==> src/sdmtc_regs.svh <==
`ifndef SDMTC_REGS_SVH
`define SDMTC_REGS_SVH
// Operation
// - gamma correction applies only while the gamma enable bit of 0x88 is set.
// - curve select bit 7 of 0x88 picks curve A at 0, curve B at 1.
// - noise reduction bit of 0x88 enables at 1, bypasses at 0.
// - black burst on luma output follows the black-burst bit of 0x89.
// - counter mode 0 wraps counters at line, field and frame ends automatically; the counters here wrap at line and frame ends only.
// - counter mode 1 runs counters freely, wrapping only on external sync.
// - 0x8a resets to 0x08; bit 0 slave/master, bits 2:1 timing mode, bit 3 reserved.

// ----------------------------------------------------------------
// register addresses and reset values
// ----------------------------------------------------------------
`define SDMTC_ADDR_FMT       8'h88
`define SDMTC_ADDR_LVL       8'h89
`define SDMTC_ADDR_ROLE      8'h8a
`define SDMTC_RST_FMT        8'h00
`define SDMTC_RST_LVL        8'h00
`define SDMTC_RST_ROLE       8'h08

// ----------------------------------------------------------------
// field positions
// ----------------------------------------------------------------
`define SDMTC_FMT_NONINT     1
`define SDMTC_FMT_DBUF       2
`define SDMTC_FMT_INW_LO     3
`define SDMTC_FMT_INW_HI     4
`define SDMTC_FMT_DNR        5
`define SDMTC_FMT_GAMMA_EN   6
`define SDMTC_FMT_GAMMA_B    7
`define SDMTC_LVL_US_LO      0
`define SDMTC_LVL_US_HI      1
`define SDMTC_LVL_BB         3
`define SDMTC_LVL_CD_LO      4
`define SDMTC_LVL_CD_HI      5
`define SDMTC_ROLE_MASTER    0
`define SDMTC_ROLE_MODE_LO   1
`define SDMTC_ROLE_MODE_HI   2

// ----------------------------------------------------------------
// timing counts
// ----------------------------------------------------------------
`define SDMTC_PIX_DIV        4'h4
`define SDMTC_H_TOTAL        10'h35a
`define SDMTC_V_TOTAL        10'h20d
`endif

==> src/sdmtc_pkg.sv <==
package sdmtc_pkg;
    typedef enum logic [1:0] {SDMTC_TMODE_0, SDMTC_TMODE_1, SDMTC_TMODE_2, SDMTC_TMODE_3} sdmtc_tmode_t;
    typedef enum logic [1:0] {SDMTC_CDLY_OFF, SDMTC_CDLY_4, SDMTC_CDLY_8} sdmtc_cdly_t;
    typedef enum logic {SDMTC_SLAVE, SDMTC_MASTER} sdmtc_role_t;
endpackage

==> src/sdmtc_bank.sv <==
`include "sdmtc_regs.svh"
module sdmtc_bank (
    // clock and reset
    input  wire logic                 core_clk,
    input  wire logic                 rst_n,
    // register port
    input  wire logic [7:0]           reg_addr,
    input  wire logic [7:0]           reg_wdata,
    input  wire logic                 reg_wr,
    input  wire logic                 reg_rd,
    output logic [7:0]                reg_rdata,
    // timing inputs
    input  wire logic                 hv_free_run,
    input  wire logic                 ext_line_wrap,
    input  wire logic                 ext_frame_wrap,
    // output format controls
    output logic                      noninterlaced_en,
    output logic [1:0]                input_width_sel,
    output logic                      dnr_en,
    output logic                      gamma_en,
    output logic                      gamma_curve_b,
    // level and delay controls
    output logic [1:0]                undershoot_sel,
    output logic                      black_burst_en,
    output sdmtc_pkg::sdmtc_cdly_t    chroma_delay_sel,
    // sync role controls
    output sdmtc_pkg::sdmtc_role_t    timing_role,
    output sdmtc_pkg::sdmtc_tmode_t   timing_mode,
    // video counters
    output logic [9:0]                h_count,
    output logic [9:0]                v_count,
    output logic                      frame_start
);
    import sdmtc_pkg::*;

    // ----------------------------------------------------------------
    // storage
    // ----------------------------------------------------------------
    logic [7:0] fmt_q;
    logic [7:0] lvl_q;
    logic [7:0] role_q;
    logic [7:0] fmt_act_q;
    logic [7:0] lvl_act_q;
    logic [7:0] role_act_q;
    logic [7:0] rdata_d;
    logic [3:0] pix_div_q;
    logic       pix_tick;
    logic       load_act;
    logic       wr_fmt;
    logic       wr_lvl;
    logic       wr_role;

    assign wr_fmt  = reg_wr && reg_addr == `SDMTC_ADDR_FMT;
    assign wr_lvl  = reg_wr && reg_addr == `SDMTC_ADDR_LVL;
    assign wr_role = reg_wr && reg_addr == `SDMTC_ADDR_ROLE;

    // ----------------------------------------------------------------
    // software-visible registers
    // ----------------------------------------------------------------
    // reserved bits are stored and read back but never decoded
    always_ff @(posedge core_clk) begin
        if (!rst_n) begin
            fmt_q <= `SDMTC_RST_FMT;
        end else if (wr_fmt) begin
            fmt_q <= reg_wdata;
        end
    end

    // host keeps reserved bits zero; hardware does not depend on it
    always_ff @(posedge core_clk) begin
        if (!rst_n) begin
            lvl_q <= `SDMTC_RST_LVL;
        end else if (wr_lvl) begin
            lvl_q <= reg_wdata;
        end
    end

    always_ff @(posedge core_clk) begin
        if (!rst_n) begin
            role_q <= `SDMTC_RST_ROLE;
        end else if (wr_role) begin
            role_q <= reg_wdata;
        end
    end

    // ----------------------------------------------------------------
    // read port
    // ----------------------------------------------------------------
    always_comb begin
        case (reg_addr)
            `SDMTC_ADDR_FMT:  rdata_d = fmt_q;
            `SDMTC_ADDR_LVL:  rdata_d = lvl_q;
            `SDMTC_ADDR_ROLE: rdata_d = role_q;
            default:          rdata_d = 8'h00;
        endcase
    end

    // data only in the cycle after the strobe, zero otherwise
    always_ff @(posedge core_clk) begin
        if (!rst_n) begin
            reg_rdata <= 8'h00;
        end else if (reg_rd) begin
            reg_rdata <= rdata_d;
        end else begin
            reg_rdata <= 8'h00;
        end
    end

    // ----------------------------------------------------------------
    // pixel rate divider
    // ----------------------------------------------------------------
    always_ff @(posedge core_clk) begin
        if (!rst_n) begin
            pix_div_q <= 4'h0;
        end else if (pix_div_q == `SDMTC_PIX_DIV - 4'h1) begin
            pix_div_q <= 4'h0;
        end else begin
            pix_div_q <= pix_div_q + 4'h1;
        end
    end

    assign pix_tick = (pix_div_q == `SDMTC_PIX_DIV - 4'h1);

    // ----------------------------------------------------------------
    // horizontal and vertical counters
    // ----------------------------------------------------------------
    sdmtc_hv_counter u_hv (
        .core_clk       (core_clk),
        .rst_n          (rst_n),
        .pix_tick       (pix_tick),
        .free_run       (hv_free_run),
        .ext_line_wrap  (ext_line_wrap),
        .ext_frame_wrap (ext_frame_wrap),
        .h_count        (h_count),
        .v_count        (v_count),
        .frame_start    (frame_start)
    );

    // ----------------------------------------------------------------
    // active copies
    // ----------------------------------------------------------------
    // with double buffering on, changes land only at a frame start so a
    // picture is never processed with half-updated settings
    assign load_act = !fmt_q[`SDMTC_FMT_DBUF] || frame_start;

    always_ff @(posedge core_clk) begin
        if (!rst_n) begin
            fmt_act_q <= `SDMTC_RST_FMT;
        end else if (load_act) begin
            fmt_act_q <= fmt_q;
        end
    end

    always_ff @(posedge core_clk) begin
        if (!rst_n) begin
            lvl_act_q <= `SDMTC_RST_LVL;
        end else if (load_act) begin
            lvl_act_q <= lvl_q;
        end
    end

    always_ff @(posedge core_clk) begin
        if (!rst_n) begin
            role_act_q <= `SDMTC_RST_ROLE;
        end else if (load_act) begin
            role_act_q <= role_q;
        end
    end

    // reserved code 3 falls back to no delay
    always_ff @(posedge core_clk) begin
        if (!rst_n) begin
            chroma_delay_sel <= SDMTC_CDLY_OFF;
        end else if (load_act) begin
            case (lvl_q[`SDMTC_LVL_CD_HI:`SDMTC_LVL_CD_LO])
                2'h1:    chroma_delay_sel <= SDMTC_CDLY_4;
                2'h2:    chroma_delay_sel <= SDMTC_CDLY_8;
                default: chroma_delay_sel <= SDMTC_CDLY_OFF;
            endcase
        end
    end

    // ----------------------------------------------------------------
    // decoded controls
    // ----------------------------------------------------------------
    assign noninterlaced_en = fmt_act_q[`SDMTC_FMT_NONINT];
    assign input_width_sel  = fmt_act_q[`SDMTC_FMT_INW_HI:`SDMTC_FMT_INW_LO];
    assign dnr_en           = fmt_act_q[`SDMTC_FMT_DNR];
    assign gamma_en         = fmt_act_q[`SDMTC_FMT_GAMMA_EN];
    assign gamma_curve_b    = fmt_act_q[`SDMTC_FMT_GAMMA_B];
    assign undershoot_sel   = lvl_act_q[`SDMTC_LVL_US_HI:`SDMTC_LVL_US_LO];
    assign black_burst_en   = lvl_act_q[`SDMTC_LVL_BB];
    assign timing_role      = sdmtc_role_t'(role_act_q[`SDMTC_ROLE_MASTER]);
    assign timing_mode      = sdmtc_tmode_t'(role_act_q[`SDMTC_ROLE_MODE_HI:`SDMTC_ROLE_MODE_LO]);
endmodule

==> src/sdmtc_hv_counter.sv <==
`include "sdmtc_regs.svh"
module sdmtc_hv_counter (
    // clock and reset
    input  wire logic       core_clk,
    input  wire logic       rst_n,
    // control
    input  wire logic       pix_tick,
    input  wire logic       free_run,
    input  wire logic       ext_line_wrap,
    input  wire logic       ext_frame_wrap,
    // counters
    output logic [9:0]      h_count,
    output logic [9:0]      v_count,
    output logic            frame_start
);
    import sdmtc_pkg::*;

    logic h_end;
    logic v_end;
    logic line_wrap;
    logic frame_wrap;

    assign h_end      = (h_count == `SDMTC_H_TOTAL - 10'h001);
    assign v_end      = (v_count == `SDMTC_V_TOTAL - 10'h001);
    // external sync acts on its own pulse, auto wrap waits for a pixel tick
    assign frame_wrap = free_run ? ext_frame_wrap : (pix_tick && h_end && v_end);
    assign line_wrap  = free_run ? ext_line_wrap : (pix_tick && h_end);

    always_ff @(posedge core_clk) begin
        if (!rst_n) begin
            h_count <= 10'h000;
        end else if (line_wrap || frame_wrap) begin
            h_count <= 10'h000;
        end else if (pix_tick && h_count != 10'h3ff) begin
            // saturate rather than roll over while waiting for external sync
            h_count <= h_count + 10'h001;
        end
    end

    always_ff @(posedge core_clk) begin
        if (!rst_n) begin
            v_count <= 10'h000;
        end else if (frame_wrap) begin
            v_count <= 10'h000;
        end else if (line_wrap && v_count != 10'h3ff) begin
            v_count <= v_count + 10'h001;
        end
    end

    always_ff @(posedge core_clk) begin
        if (!rst_n) begin
            frame_start <= 1'b0;
        end else begin
            frame_start <= frame_wrap;
        end
    end
endmodule

==> config.mk <==
export PLATFORM = sky130hd
export DESIGN_NAME = sdmtc_bank
export DESIGN_NICKNAME = d
export VERILOG_FILES = /design/src/sdmtc_pkg.sv /design/src/sdmtc_bank.sv /design/src/sdmtc_hv_counter.sv
export VERILOG_INCLUDE_DIRS = /design/src /design/src/src
export SDC_FILE = /design/constraint.sdc
export NUM_CORES = 1
export LEC_CHECK = 0
export ABC_AREA = 1
export ABC_CLOCK_PERIOD_IN_PS = 2400
export BUFFER_PORTS_ARGS = -buffer_cell sky130_fd_sc_hd__buf_4
export CAP_MARGIN = 20
export CORE_MARGIN = 8
export CORE_UTILIZATION = 31
export CTS_CLUSTER_DIAMETER = 150
export CTS_CLUSTER_SIZE = 24
export DETAILED_ROUTE_END_ITERATION = 16
export HOLD_SLACK_MARGIN = 0.02
export PLACE_DENSITY = 0.5
export SETUP_SLACK_MARGIN = 0.4
export SLEW_MARGIN = 20
export SYNTH_ARGS = -nofsm -noshare
export SYNTH_HDL_FRONTEND = slang
export SYNTH_SLANG_ARGS = --single-unit
==> constraint.sdc <==
create_clock -name core_clk -period 2.4 [get_ports core_clk]
set_clock_uncertainty 0.15 [all_clocks]
set_input_delay 0.48 -clock core_clk [delete_from_list [all_inputs] [get_ports core_clk]]
set_output_delay 0.48 -clock core_clk [all_outputs]
set_load 0.05 [all_outputs]
==> reports/results.txt, run 1 <==
Max Cap Violations: 0
type of destination of the critical path: flop
Net Count, Synth: 471
vias per std cell: 4.55
DRC violation total after the first TritonRoute iteration: 129
Setup crit start: u_hv.h_count[1]
Final Max Tran Viols: 0
most numerous cell in the Yosys netlist: sky130_fd_sc_hd__nand2_1
Finish-stage setup viols: 0
power density cells: 571 nW/um^2
portion of synthesized cell area occupied by the leading cell type: 43.8%
status: finished, final reports clean
die width: 118 um
Final GP Congestion: 0.763
Die Height: 118 um
type of the worst min-delay path: primary input to flop
Worst EP required: 2.50 ns
clk sink count: 71
slew at the pin closest to its max-slew limit: 0.569 ns
Worst Setup EP: u_hv.h_count[5]
count of filler cells inserted in the layout: 1,089
sum of negative setup slack: 0 ns
maximum count of clock buffers along a single path: 2
maximum fanout along the worst path: 8
total global routing overflow: 0
kind of critical path: flop to flop
final critical path time including I/O delays and setup: 1.79 ns
Register Area: 1430 sq um
standby leakage power: 0.00169 uW
# placed instances: 634
final worst hold slack: 0.195 ns
highest metal used: met4
Total Die Area: 14,000 sq um
Met3 Routed Length: 379 um
share of async-settable or async-resettable flops after synthesis: 0%
proportion of synthesized chip area in sequential cells: 43.8%
GRT Total Usage: 12.2%
flop and latch count out of synthesis: 71
maximum number of pins on one net before global-route repair: 36
cell taking the most area after synthesis: sky130_fd_sc_hd__dfxtp_1
most area-consuming cells after synthesis: sky130_fd_sc_hd__dfxtp_1 (44%), sky130_fd_sc_hd__nand2_1 (12%), sky130_fd_sc_hd__a21oi_1 (8.3%)
post-CTS clock slew at the launch and capture registers of the worst setup and hold paths: 0.09 ns
post-synth design cell area: 3240 sq um
DRC violation count after routing: 0
post-synth cell types: 30
launching element type of the critical path: flop
r2r startpoint: u_hv.h_count[1]
Hold Fails Final Rpt: 0
signed area change from the synthesized netlist to the final layout: 26.1%
effective utilization at floorplan: 31.7%
floorplan row count: 37
number of global-route vias before repair: 2,814
CTS tree: built
global-route wire length before repair: 13.9 mm
number of inserted diodes: 0
Num CTS Buffers: 9
layout cell share with drive strength beyond 1: 20.6%
worst max-slew margin expressed relative to the limit: 62.0%
r2r setup slk: 0.61 ns
Final Non-Filler Cells: 651
overall routed net length: 8.42 mm
drt wl/cell: 12.9 um
NumNets Final: 538
mean instance size in the synthesized netlist: 7.32 sq um
# IOs: 66
Multi-input gate area: 1560 sq um
initial antenna violation count: 0
destination of the worst register-to-register timing path: u_hv.h_count[5]
Post-Synthesis Cells: 443
number of synthesized flops with an enable pin: 0
worst hold path depth: 3
residual antenna-violating net count after detailed routing: 0
half-perimeter wire length of the detailed placement result: 6.27 mm
upper clock frequency limit: 0.558 GHz
length of the first detailed-routing pass in iterations: 4
cell types with the highest counts after synthesis: sky130_fd_sc_hd__nand2_1 (101), sky130_fd_sc_hd__dfxtp_1 (71), sky130_fd_sc_hd__a21oi_1 (54)
arrival time reported for the critical path endpoint: 1.90 ns
final standard cell utilization of the core: 40.0%
DR WL met2: 3.61 mm
Yosys warning total: 0
unrepaired setup endpoints after global routing: false
Vias: 2,962
root cell of the clock tree: sky130_fd_sc_hd__clkbuf_8
main flop type after synthesis: sky130_fd_sc_hd__dfxtp_1
count of port buffers added during placement: 65
H-tree depth: 3
clock latency reported for the late side of the worst-skew pair: 0.36 ns
Met1 Wirelength: 4.32 mm
final period utilization: 74.7%
placeable core region: 10,200 sq um
Peak supply drop: 279 uV
path depth of the worst reg2reg path: 10
-- power breakdown --
| group | internal (uW) | switching [uW] | total, uW |
|---|---|---|---|
| Combinational | 51.9 | 89.1 | 141 |
| Sequential | 1190 | 8.34 | 1200 |
| Clock | 492 | 506 | 998 |
| Total | 1730 | 603 | 2330 |
-- cell usage in the layout (no fill, tap or decap), types with 3 or more instances in the layout --
| master | netlist | layout |
|---|---|---|
| sky130_fd_sc_hd__nand2_1 | 101 | 100 |
| sky130_fd_sc_hd__buf_4 | 2 | 69 |
| sky130_fd_sc_hd__dfxtp_1 | 71 | 68 |
| sky130_fd_sc_hd__a21oi_1 | 54 | 54 |
| sky130_fd_sc_hd__inv_1 | 51 | 51 |
| sky130_fd_sc_hd__nand3_1 | 44 | 43 |
| sky130_fd_sc_hd__nor2_1 | 32 | 32 |
| sky130_fd_sc_hd__o21ai_0 | 31 | 31 |
| sky130_fd_sc_hd__clkbuf_8 | 0 | 9 |
| sky130_fd_sc_hd__o211ai_1 | 7 | 7 |
| sky130_fd_sc_hd__nand4_1 | 5 | 5 |
| sky130_fd_sc_hd__ha_1 | 5 | 5 |
| sky130_fd_sc_hd__xor2_1 | 4 | 4 |
| sky130_fd_sc_hd__nand3b_1 | 3 | 3 |
| sky130_fd_sc_hd__xnor2_1 | 3 | 3 |
| sky130_fd_sc_hd__or2_2 | 3 | 3 |
| sky130_fd_sc_hd__inv_6 | 0 | 3 |
| sky130_fd_sc_hd__dfxtp_2 | 0 | 3 |
-- flip-flops by register name (all words and copies together), names as in the netlist, 4 cells and up --
register and flops:
lvl_q 8, fmt_act_q 6, reg_rdata 8, u_hv.v_count 10, u_hv.h_count 10, pix_div_q 4
fmt_q 8, role_q 8
-- area by class of cell --
cell class / count / share of cell area, %
Clock buffer: 9 / 3.03
Multi-Input combinational cell: 305 / 38.2
Sequential cell: 71 / 34.9
Clock inverter: 7 / 1.96
Tap cell: 136 / 4.16
Inverter: 54 / 5.08
Timing Repair Buffer: 69 / 12.7
-- stage by stage --
step | cell area (sq um) | power (uW) | worst slack [ns]
3_3_place_gp | 3860 | 1360 | 0.406
6_report | 4090 | 2330 | 0.607
3_5_place_dp | 3860 | 1360 | 0.405
4_1_cts | 4070 | 2360 | 0.481
2_1_floorplan | 3250 | 1300 | 0.429
5_1_grt | 4090 | 2430 | 0.411
-- kinds of logic (layout without fill, tap and decap cells) --
family	count (synthesis)	in the layout	share of synthesized area [%]
flops	71	71	43.8
fa+ha+maj	5	5	1.93
buf+inv	67	139	8.33
simple gates	198	198	28.4
compound gates	95	95	15.6
xor+xnor	7	7	1.89
-- how the worst min path moves through the flow --
stage	startpoint	to	slack [ns]
5_1_grt	reg_wdata[3]	role_q[3]	0.18
3_3_place_gp	pix_div_q[0]	pix_div_q[0]	0.28
3_5_place_dp	fmt_q[0]	fmt_q[0]	0.29
6_report	reg_wdata[3]	role_q[3]	0.19
4_1_cts	reg_wdata[3]	role_q[3]	0.18
2_1_floorplan	pix_div_q[0]	pix_div_q[0]	0.27
-- critical path, stage by stage, from the launching register on --
cell,delay [ns]
sky130_fd_sc_hd__dfxtp_1,0.42
sky130_fd_sc_hd__ha_1,0.24
sky130_fd_sc_hd__nand2_1,0.07
sky130_fd_sc_hd__inv_1,0.06
sky130_fd_sc_hd__nand2_1,0.10
sky130_fd_sc_hd__o21bai_2,0.23
sky130_fd_sc_hd__inv_1,0.19
sky130_fd_sc_hd__nand2_1,0.10
sky130_fd_sc_hd__nand2_1,0.05
sky130_fd_sc_hd__nand2_1,0.05
sky130_fd_sc_hd__nor2_1,0.03
-- timing repair --
| action | CTS | global route |
|---|---|---|
| setup endpoints to repair | 0 | 20 |
| setup buffers | 0 | 1 |
| hold buffers | 0 | 0 |
| gates resized for setup | 0 | 4 |
-- metal layers --
metal  vias up  track usage (%)
li1       1583                -
met1      1313             16.9
met2        58             17.5
met3         8             3.09
met4         0             5.52
met5         -                0
Note: power is estimated with default switching activity, not from simulation.
==> inputs of run 2 (changes only) <==
Settings changed: ABC_AREA 1 to 0, ABC_CLOCK_PERIOD_IN_PS 2400 to 1600, PLACE_DENSITY 0.5 to 0.52.
Clock period 2.4 ns to 1.6 ns, I/O delays scaled along.
==> reports/results.txt, run 2 <==
CTS hold repair buffers: 0 (unchanged)
main flop type after synthesis: sky130_fd_sc_hd__dfxtp_1 (unchanged)
effective utilization at floorplan: 31.9% (was 31.7%)
placed cell areas: 4320 sq um (was 3860 sq um)
H-tree depth: 3 (unchanged)
Die Height: 116 um (was 118 um)
type of destination of the critical path: flop (unchanged)
portion of synthesized cell area occupied by the leading cell type: 45.6% (was 43.8%)
post-synth design cell area: 3120 sq um (was 3240 sq um)
global-route wire length before repair: 15.0 mm (was 13.9 mm)
largest registers in the final layout: u_hv.h_count (10), u_hv.v_count (10) (unchanged)
number of synthesized flops with an enable pin: 0 (unchanged)
slew at the pin closest to its max-slew limit: 0.536 ns (was 0.569 ns)
count of filler cells inserted in the layout: 884 (was 1,089)
proportion of synthesized chip area in sequential cells: 45.6% (was 43.8%)
most area-consuming cells after synthesis: sky130_fd_sc_hd__dfxtp_1 (46%), sky130_fd_sc_hd__mux2i_1 (11%), sky130_fd_sc_hd__nand2_1 (7.1%) (was sky130_fd_sc_hd__dfxtp_1 (44%), sky130_fd_sc_hd__nand2_1 (12%), sky130_fd_sc_hd__a21oi_1 (8.3%))
length of the first detailed-routing pass in iterations: 5 (was 4)
Yosys warning total: 0 (unchanged)
CTS tree: built (unchanged)
NumNets Final: 519 (was 538)
max incr delay on CP: 0.42 ns (about the same)
leading cell type in the layout, fill and taps excluded: sky130_fd_sc_hd__buf_4 (was sky130_fd_sc_hd__nand2_1)
most numerous cell in the Yosys netlist: sky130_fd_sc_hd__dfxtp_1 (was sky130_fd_sc_hd__nand2_1)
GRT Total Usage: 13.8% (was 12.2%)
floorplan row count: 36 (was 37)
Peak supply drop: 362 uV (was 279 uV)
power density cells: 667 nW/um^2 (was 571 nW/um^2)
DRC violation total after the first TritonRoute iteration: 79 (was 129)
placeable core region: 9770 sq um (was 10,200 sq um)
cell taking the most area after synthesis: sky130_fd_sc_hd__dfxtp_1 (unchanged)
share of total power in the clock network: 40.3% (was 42.8%)
net switching power: 883 uW (was 603 uW)
status: complete, but fails checks (was finished, final reports clean)
final critical path time including I/O delays and setup: 2.24 ns (was 1.79 ns)
unrepaired setup endpoints after global routing: true (was false)
half-perimeter wire length of the detailed placement result: 6.35 mm (was 6.27 mm)
setup slack of the critical path after layout: -0.640 ns (was 0.607 ns)
# placed instances: 597 (was 634)
Finish-stage setup viols: 22 (was 0)
destination of the worst register-to-register timing path: u_hv.v_count[6] (was u_hv.h_count[5])
Final GP Congestion: 0.779 (was 0.763)
Hold Fails Final Rpt: 0 (unchanged)
Total Die Area: 13,500 sq um (was 14,000 sq um)
r2r startpoint: pix_div_q[1] (was u_hv.h_count[1])
maximum fanout along the worst path: 5 (was 8)
Final Max Tran Viols: 0 (unchanged)
CP delay by family, top: compound AO/OA/AOI/OAI gates (was flip-flops)
Logic pwr share: 9.5% (was 6.0%)
Post-Synthesis Cells: 347 (was 443)
# IOs: 66 (unchanged)
post-CTS clock slew at the launch and capture registers of the worst setup and hold paths: 0.08 ns (was 0.09 ns)
worst-path cell chain: ha_4 > or3b_4 > o41a_1 > buf_4 > buf_6 > o31ai_2 > a21oi_1 (was ha_1 > nand2_1 > inv_1 > nand2_1 > o21bai_2 > inv_1 > nand2_1 > nand2_1 > nand2_1 > nor2_1)
worst hold path depth: 3 (unchanged)
Final Instance Area: 5340 sq um (was 4090 sq um)
number of gates on the worst path with buffers counted: 7 (was 10)
vias per std cell: 4.86 (was 4.55)
Num CTS Buffers: 9 (unchanged)
worst hold start: reg_wdata[0] (was reg_wdata[3])
clk sink count: 71 (unchanged)
upper clock frequency limit: 0.446 GHz (was 0.558 GHz)
violations in the final reports: negative setup slack
residual antenna-violating net count after detailed routing: 0 (unchanged)
maximum count of clock buffers along a single path: 2 (unchanged)
Vias: 3,056 (was 2,962)
worst slack after detailed placement: -0.549 ns (was 0.405 ns)
signed area change from the synthesized netlist to the final layout: 71.2% (was 26.1%)
Final Non-Filler Cells: 629 (was 651)
path depth of the worst reg2reg path: 7 (was 10)
post-synth cell types: 44 (was 30)
flop and latch count out of synthesis: 71 (unchanged)
cell types with the highest counts after synthesis: sky130_fd_sc_hd__dfxtp_1 (71), sky130_fd_sc_hd__nand2_1 (59), sky130_fd_sc_hd__mux2i_1 (33) (was sky130_fd_sc_hd__nand2_1 (101), sky130_fd_sc_hd__dfxtp_1 (71), sky130_fd_sc_hd__a21oi_1 (54))
r2r setup slk: -0.64 ns (was 0.61 ns)
Net Count, Synth: 375 (was 471)
root cell of the clock tree: sky130_fd_sc_hd__clkbuf_8 (unchanged)
highest-delay cell along the critical path: sky130_fd_sc_hd__o41a_1 (was sky130_fd_sc_hd__dfxtp_1)
launching element type of the critical path: flop (unchanged)
Sw Ratio: 24.8% (was 25.8%)
die width: 116 um (was 118 um)
initial antenna violation count: 0 (unchanged)
maximum number of pins on one net before global-route repair: 29 (was 36)
arrival time reported for the critical path endpoint: 2.31 ns (was 1.90 ns)
standby leakage power: 0.00215 uW (was 0.00169 uW)
final period utilization: 140% (was 74.7%)
overall routed net length: 9.58 mm (was 8.42 mm)
count of port buffers added during placement: 65 (unchanged)
layout cell share with drive strength beyond 1: 49.4% (was 20.6%)
Register Area: 1490 sq um (was 1430 sq um)
number of inserted diodes: 0 (unchanged)
Worst EP required: 1.67 ns (was 2.50 ns)
total buffers and inverters traversed by the critical path: 2 (unchanged)
type of the worst min-delay path: primary input to flop (unchanged)
register share of total power: 50.2% (was 51.2%)
number of global-route vias before repair: 3,102 (was 2,814)
mean instance size in the synthesized netlist: 8.99 sq um (was 7.32 sq um)
clock latency reported for the late side of the worst-skew pair: 0.34 ns (was 0.36 ns)
drt wl/cell: 15.2 um (was 12.9 um)
DRC violation count after routing: 0 (unchanged)
share of async-settable or async-resettable flops after synthesis: 0% (unchanged)
top library cells by usage in the layout, fill and taps aside: sky130_fd_sc_hd__buf_4 (68), sky130_fd_sc_hd__nand2_1 (56), sky130_fd_sc_hd__buf_8 (44) (was sky130_fd_sc_hd__nand2_1 (100), sky130_fd_sc_hd__buf_4 (69), sky130_fd_sc_hd__dfxtp_1 (68))
worst max-slew margin expressed relative to the limit: 64.1% (was 62.0%)
cell internal pwr: 2680 uW (was 1730 uW)
total global routing overflow: 0 (unchanged)
destination of the worst hold path: lvl_q[0] (was role_q[3])
kind of critical path: flop to flop (unchanged)
Max Cap Violations: 0 (unchanged)
Multi-input gate area: 1910 sq um (was 1560 sq um)
-- run 2: cell types whose count changed in the layout (fill, tap and decap cells not counted), moves of 33 or more --
cell | previous run | this run
sky130_fd_sc_hd__dfxtp_2 | 3 | 42
sky130_fd_sc_hd__mux2i_1 | 0 | 33
sky130_fd_sc_hd__a21oi_1 | 54 | 17
sky130_fd_sc_hd__nand3_1 | 43 | 9
sky130_fd_sc_hd__dfxtp_1 | 68 | 26
sky130_fd_sc_hd__nand2_1 | 100 | 56
sky130_fd_sc_hd__inv_1 | 51 | 4
sky130_fd_sc_hd__buf_8 | 0 | 44
-- run 2: power groups by stage --
| stage | registers (uW) | logic [uW] | clock network [uW] |
|---|---|---|---|
| after CTS | 1790 | 300 | 1500 |
| after floorplan | 1850 | 118 | 0 |
| after global routing | 1790 | 362 | 1550 |
| after global placement | 1830 | 254 | 0 |
| final | 1790 | 337 | 1440 |
| after detailed placement | 1830 | 256 | 0 |
-- run 2: per-stage QoR --
| step | util (%) | setup TNS (ns) | power [uW] | hold WS, ns |
|---|---|---|---|---|
| 2_1_floorplan | - | -8.73 | 1970 | 0.267 |
| 3_3_place_gp | 44.2 | -11.14 | 2080 | 0.295 |
| 3_5_place_dp | 44.2 | -12.67 | 2090 | 0.299 |
| 4_1_cts | 52.6 | -7.55 | 3590 | 0.0777 |
| 5_1_grt | 54.6 | -10.97 | 3700 | 0.0982 |
| 6_report | 54.6 | -10.04 | 3560 | 0.0976 |
-- run 2: repair_timing --
action                                 CTS  global route
setup buffers                            8             5
endpoints found under the hold margin    0             0
cloned                                   1             2
pin swaps                               13            13
setup endpoints to repair              104           110
resized for setup                      160            38
-- run 2: final cells by class --
class	instances	area share (%)
inverters	4	0.281
clock inverters	6	1.29
flip-flops and latches	71	27.8
repair buffers	145	29.4
multi-input cells	260	35.7
clock buffers	10	2.39
well taps	133	3.12
-- run 2: routing by layer --
metal,routed length [um],share of wire [%],GRT usage [%],up-vias
met5,0,0,0,-
met4,80,0.84,2.94,0
met3,603,6.3,5.17,8
met2,4700,49,23.1,68
met1,4190,44,16.5,1447
li1,-,-,-,1533
-- run 2: logic make-up after synthesis --
group                      Yosys count  share of synthesized area, %
muxes                               33                          10.6
buffers and inverters               19                          2.33
adders and majority gates            5                          2.01
AOI/OAI and AO/OA                   65                          14.2
xor gates and xnor gates             3                         0.843
DFF                                 71                          45.6
and+or+nand+nor                    151                          24.5
-- run 2: how the worst max path moves through the flow --
stage,from,end,slack [ns]
final,pix_div_q[1],u_hv.v_count[6],-0.64
after global routing,pix_div_q[1],u_hv.v_count[6],-0.67
after CTS,pix_div_q[1],u_hv.v_count[7],-0.52
after detailed placement,pix_div_q[1],u_hv.v_count[7],-0.55
after global placement,pix_div_q[1],u_hv.v_count[7],-0.53
after floorplan,pix_div_q[1],u_hv.v_count[7],-0.49
-- run 2: tightest hold or removal path: stages --
cell and delay [ns]:
sky130_fd_sc_hd__buf_4 0.08, sky130_fd_sc_hd__mux2i_1 0.05, sky130_fd_sc_hd__nor2b_1 0.09
==> inputs of run 3 (changes only) <==
Settings changed: CELL_PAD_IN_SITES_DETAIL_PLACEMENT set to 0, CELL_PAD_IN_SITES_GLOBAL_PLACEMENT set to 2, CORE_UTILIZATION 31 to 29, PLACE_DENSITY 0.52 to 0.75.
==> reports/results.txt, run 3 (same netlist as run 2, synthesis figures left out) <==
net switching power: 891 uW (was 883 uW)
Final Non-Filler Cells: 636 (was 629)
largest registers in the final layout: u_hv.h_count (10), u_hv.v_count (10) (unchanged)
upper clock frequency limit: 0.456 GHz (was 0.446 GHz)
Finish-stage setup viols: 23 (was 22)
Sw Ratio: 25.8% (was 24.8%)
residual antenna-violating net count after detailed routing: 0 (unchanged)
overall routed net length: 10.0 mm (was 9.58 mm)
die width: 120 um (was 116 um)
worst max-slew margin expressed relative to the limit: 67.3% (was 64.1%)
arrival time reported for the critical path endpoint: 2.32 ns (was 2.31 ns)
Peak supply drop: 352 uV (was 362 uV)
Logic pwr share: 9.9% (was 9.5%)
Setup crit start: pix_div_q[1] (unchanged)
global-route wire length before repair: 15.8 mm (was 15.0 mm)
GRT Total Usage: 13.6% (was 13.8%)
vias per std cell: 4.80 (was 4.86)
final standard cell utilization of the core: 50.3% (was 54.6%)
drt wl/cell: 15.7 um (was 15.2 um)
leading cell type in the layout, fill and taps excluded: sky130_fd_sc_hd__buf_4 (unchanged)
total global routing overflow: 0 (unchanged)
Worst EP required: 1.73 ns (was 1.67 ns)
maximum count of clock buffers along a single path: 2 (unchanged)
H-tree depth: 3 (unchanged)
r2r startpoint: pix_div_q[1] (unchanged)
layout cell share with drive strength beyond 1: 52.6% (was 49.4%)
setup slack of the critical path after layout: -0.594 ns (was -0.640 ns)
number of global-route vias before repair: 3,138 (was 3,102)
effective utilization at floorplan: 29.3% (was 31.9%)
Num CTS Buffers: 9 (unchanged)
Final Max Tran Viols: 0 (unchanged)
number of inserted diodes: 0 (unchanged)
top library cells by usage in the layout, fill and taps aside: sky130_fd_sc_hd__buf_4 (72), sky130_fd_sc_hd__nand2_1 (49), sky130_fd_sc_hd__dfxtp_2 (41) (was sky130_fd_sc_hd__buf_4 (68), sky130_fd_sc_hd__nand2_1 (56), sky130_fd_sc_hd__buf_8 (44))
final critical path time including I/O delays and setup: 2.19 ns (was 2.24 ns)
type of the worst min-delay path: primary input to flop (unchanged)
kind of critical path: flop to flop (unchanged)
initial antenna violation count: 0 (unchanged)
root cell of the clock tree: sky130_fd_sc_hd__clkbuf_8 (unchanged)
register share of total power: 51.8% (was 50.2%)
CTS tree: built (unchanged)
Vias: 3,051 (was 3,056)
clock latency reported for the late side of the worst-skew pair: 0.34 ns (about the same)
post-CTS clock slew at the launch and capture registers of the worst setup and hold paths: 0.08 ns (about the same)
violations in the final reports: negative setup slack (unchanged)
placeable core region: 10,700 sq um (was 9770 sq um)
Total Die Area: 14,300 sq um (was 13,500 sq um)
Max Cap Violations: 0 (unchanged)
CTS hold repair buffers: 0 (unchanged)
Die Height: 120 um (was 116 um)
slew at the pin closest to its max-slew limit: 0.486 ns (was 0.536 ns)
DRC violation total after the first TritonRoute iteration: 163 (was 79)
length of the first detailed-routing pass in iterations: 4 (was 5)
maximum number of pins on one net before global-route repair: 54 (was 29)
launching element type of the critical path: flop (unchanged)
Hold Fails Final Rpt: 0 (unchanged)
count of port buffers added during placement: 65 (unchanged)
clk sink count: 71 (unchanged)
Final GP Congestion: 0.795 (was 0.779)
power density cells: 644 nW/um^2 (was 667 nW/um^2)
type of destination of the critical path: flop (unchanged)
DRC violation count after routing: 0 (unchanged)
half-perimeter wire length of the detailed placement result: 6.58 mm (was 6.35 mm)
# IOs: 66 (unchanged)
count of filler cells inserted in the layout: 1,019 (was 884)
# placed instances: 603 (was 597)
final period utilization: 137% (was 140%)
standby leakage power: 0.00213 uW (was 0.00215 uW)
maximum fanout along the worst path: 8 (was 5)
cell internal pwr: 2560 uW (was 2680 uW)
floorplan row count: 38 (was 36)
unrepaired setup endpoints after global routing: true (unchanged)
NumNets Final: 519 (unchanged)
status: complete, but fails checks (unchanged)
signed area change from the synthesized netlist to the final layout: 71.7% (was 71.2%)
share of total power in the clock network: 38.3% (was 40.3%)
worst hold start: reg_wdata[1] (was reg_wdata[0])
==> run 3: layout make-up <==
class / count / area, sq um / share of cell area, %
repair buffers: 147 / 1570 / 29.3
inverters: 4 / 15.0 / 0.280
well taps: 140 / 175 / 3.27
flip-flops and latches: 71 / 1490 / 27.9
clock inverters: 6 / 42.5 / 0.794
multi-input cells: 258 / 1920 / 35.9
clock buffers: 10 / 138 / 2.57
==> run 3: what timing repair did <==
action | 4_1_cts | 5_1_grt
gates cloned | 0 | 2
pin swaps | 8 | 19
setup buffers | 10 | 5
setup endpoints to repair | 104 | 108
gates resized for setup | 149 | 61
==> run 3: worst max-delay path, cell delays in order (launching register included) <==
cell                      delay, ns
sky130_fd_sc_hd__dfxtp_4       0.37
sky130_fd_sc_hd__ha_4          0.14
sky130_fd_sc_hd__or3b_4        0.38
sky130_fd_sc_hd__o41a_1        0.45
sky130_fd_sc_hd__or4_1         0.50
sky130_fd_sc_hd__a21oi_1       0.15
==> run 3: path summary, 6_finish.rpt <==
| path | to | slack (ns) | cells after the start |
|---|---|---|---|
| setup reg to reg | u_hv.v_count[7] | -0.59 | 5 |
| hold / removal | lvl_q[1] | 0.08 | 3 |
| setup / recovery | u_hv.v_count[7] | -0.59 | 5 |
| hold reg to reg | fmt_act_q[6] | 0.31 | 2 |
==> run 3: through the flow <==
step / setup TNS [ns] / hold WS [ns] / area, sq um / total power (uW) / worst slack (ns)
floorplan: -8.73 / 0.267 / 3250 / 1970 / -0.493
global placement: -11.38 / 0.294 / 4340 / 2090 / -0.531
detailed placement: -13.17 / 0.303 / 4340 / 2100 / -0.585
CTS: -8.72 / 0.0723 / 5080 / 3460 / -0.577
global route: -11.78 / 0.0873 / 5360 / 3630 / -0.685
finish: -10.15 / 0.0840 / 5360 / 3450 / -0.594
==> run 3: power groups by stage <==
stage | Sequential [uW] | Combinational, uW | Clock (uW)
floorplan | 1850 | 118 | 0
global placement | 1830 | 259 | 0
detailed placement | 1830 | 263 | 0
CTS | 1790 | 298 | 1380
global route | 1790 | 366 | 1480
finish | 1790 | 341 | 1320
==> run 3: per-layer routing <==
metal | GRT usage (%) | vias to the layer above | wire length [um]
met2 | 24.3 | 61 | 5280
met1 | 14.9 | 1449 | 4160
met4 | 3.43 | 0 | 78
met3 | 5.12 | 9 | 490
met5 | 0 | - | 0
li1 | - | 1532 | -
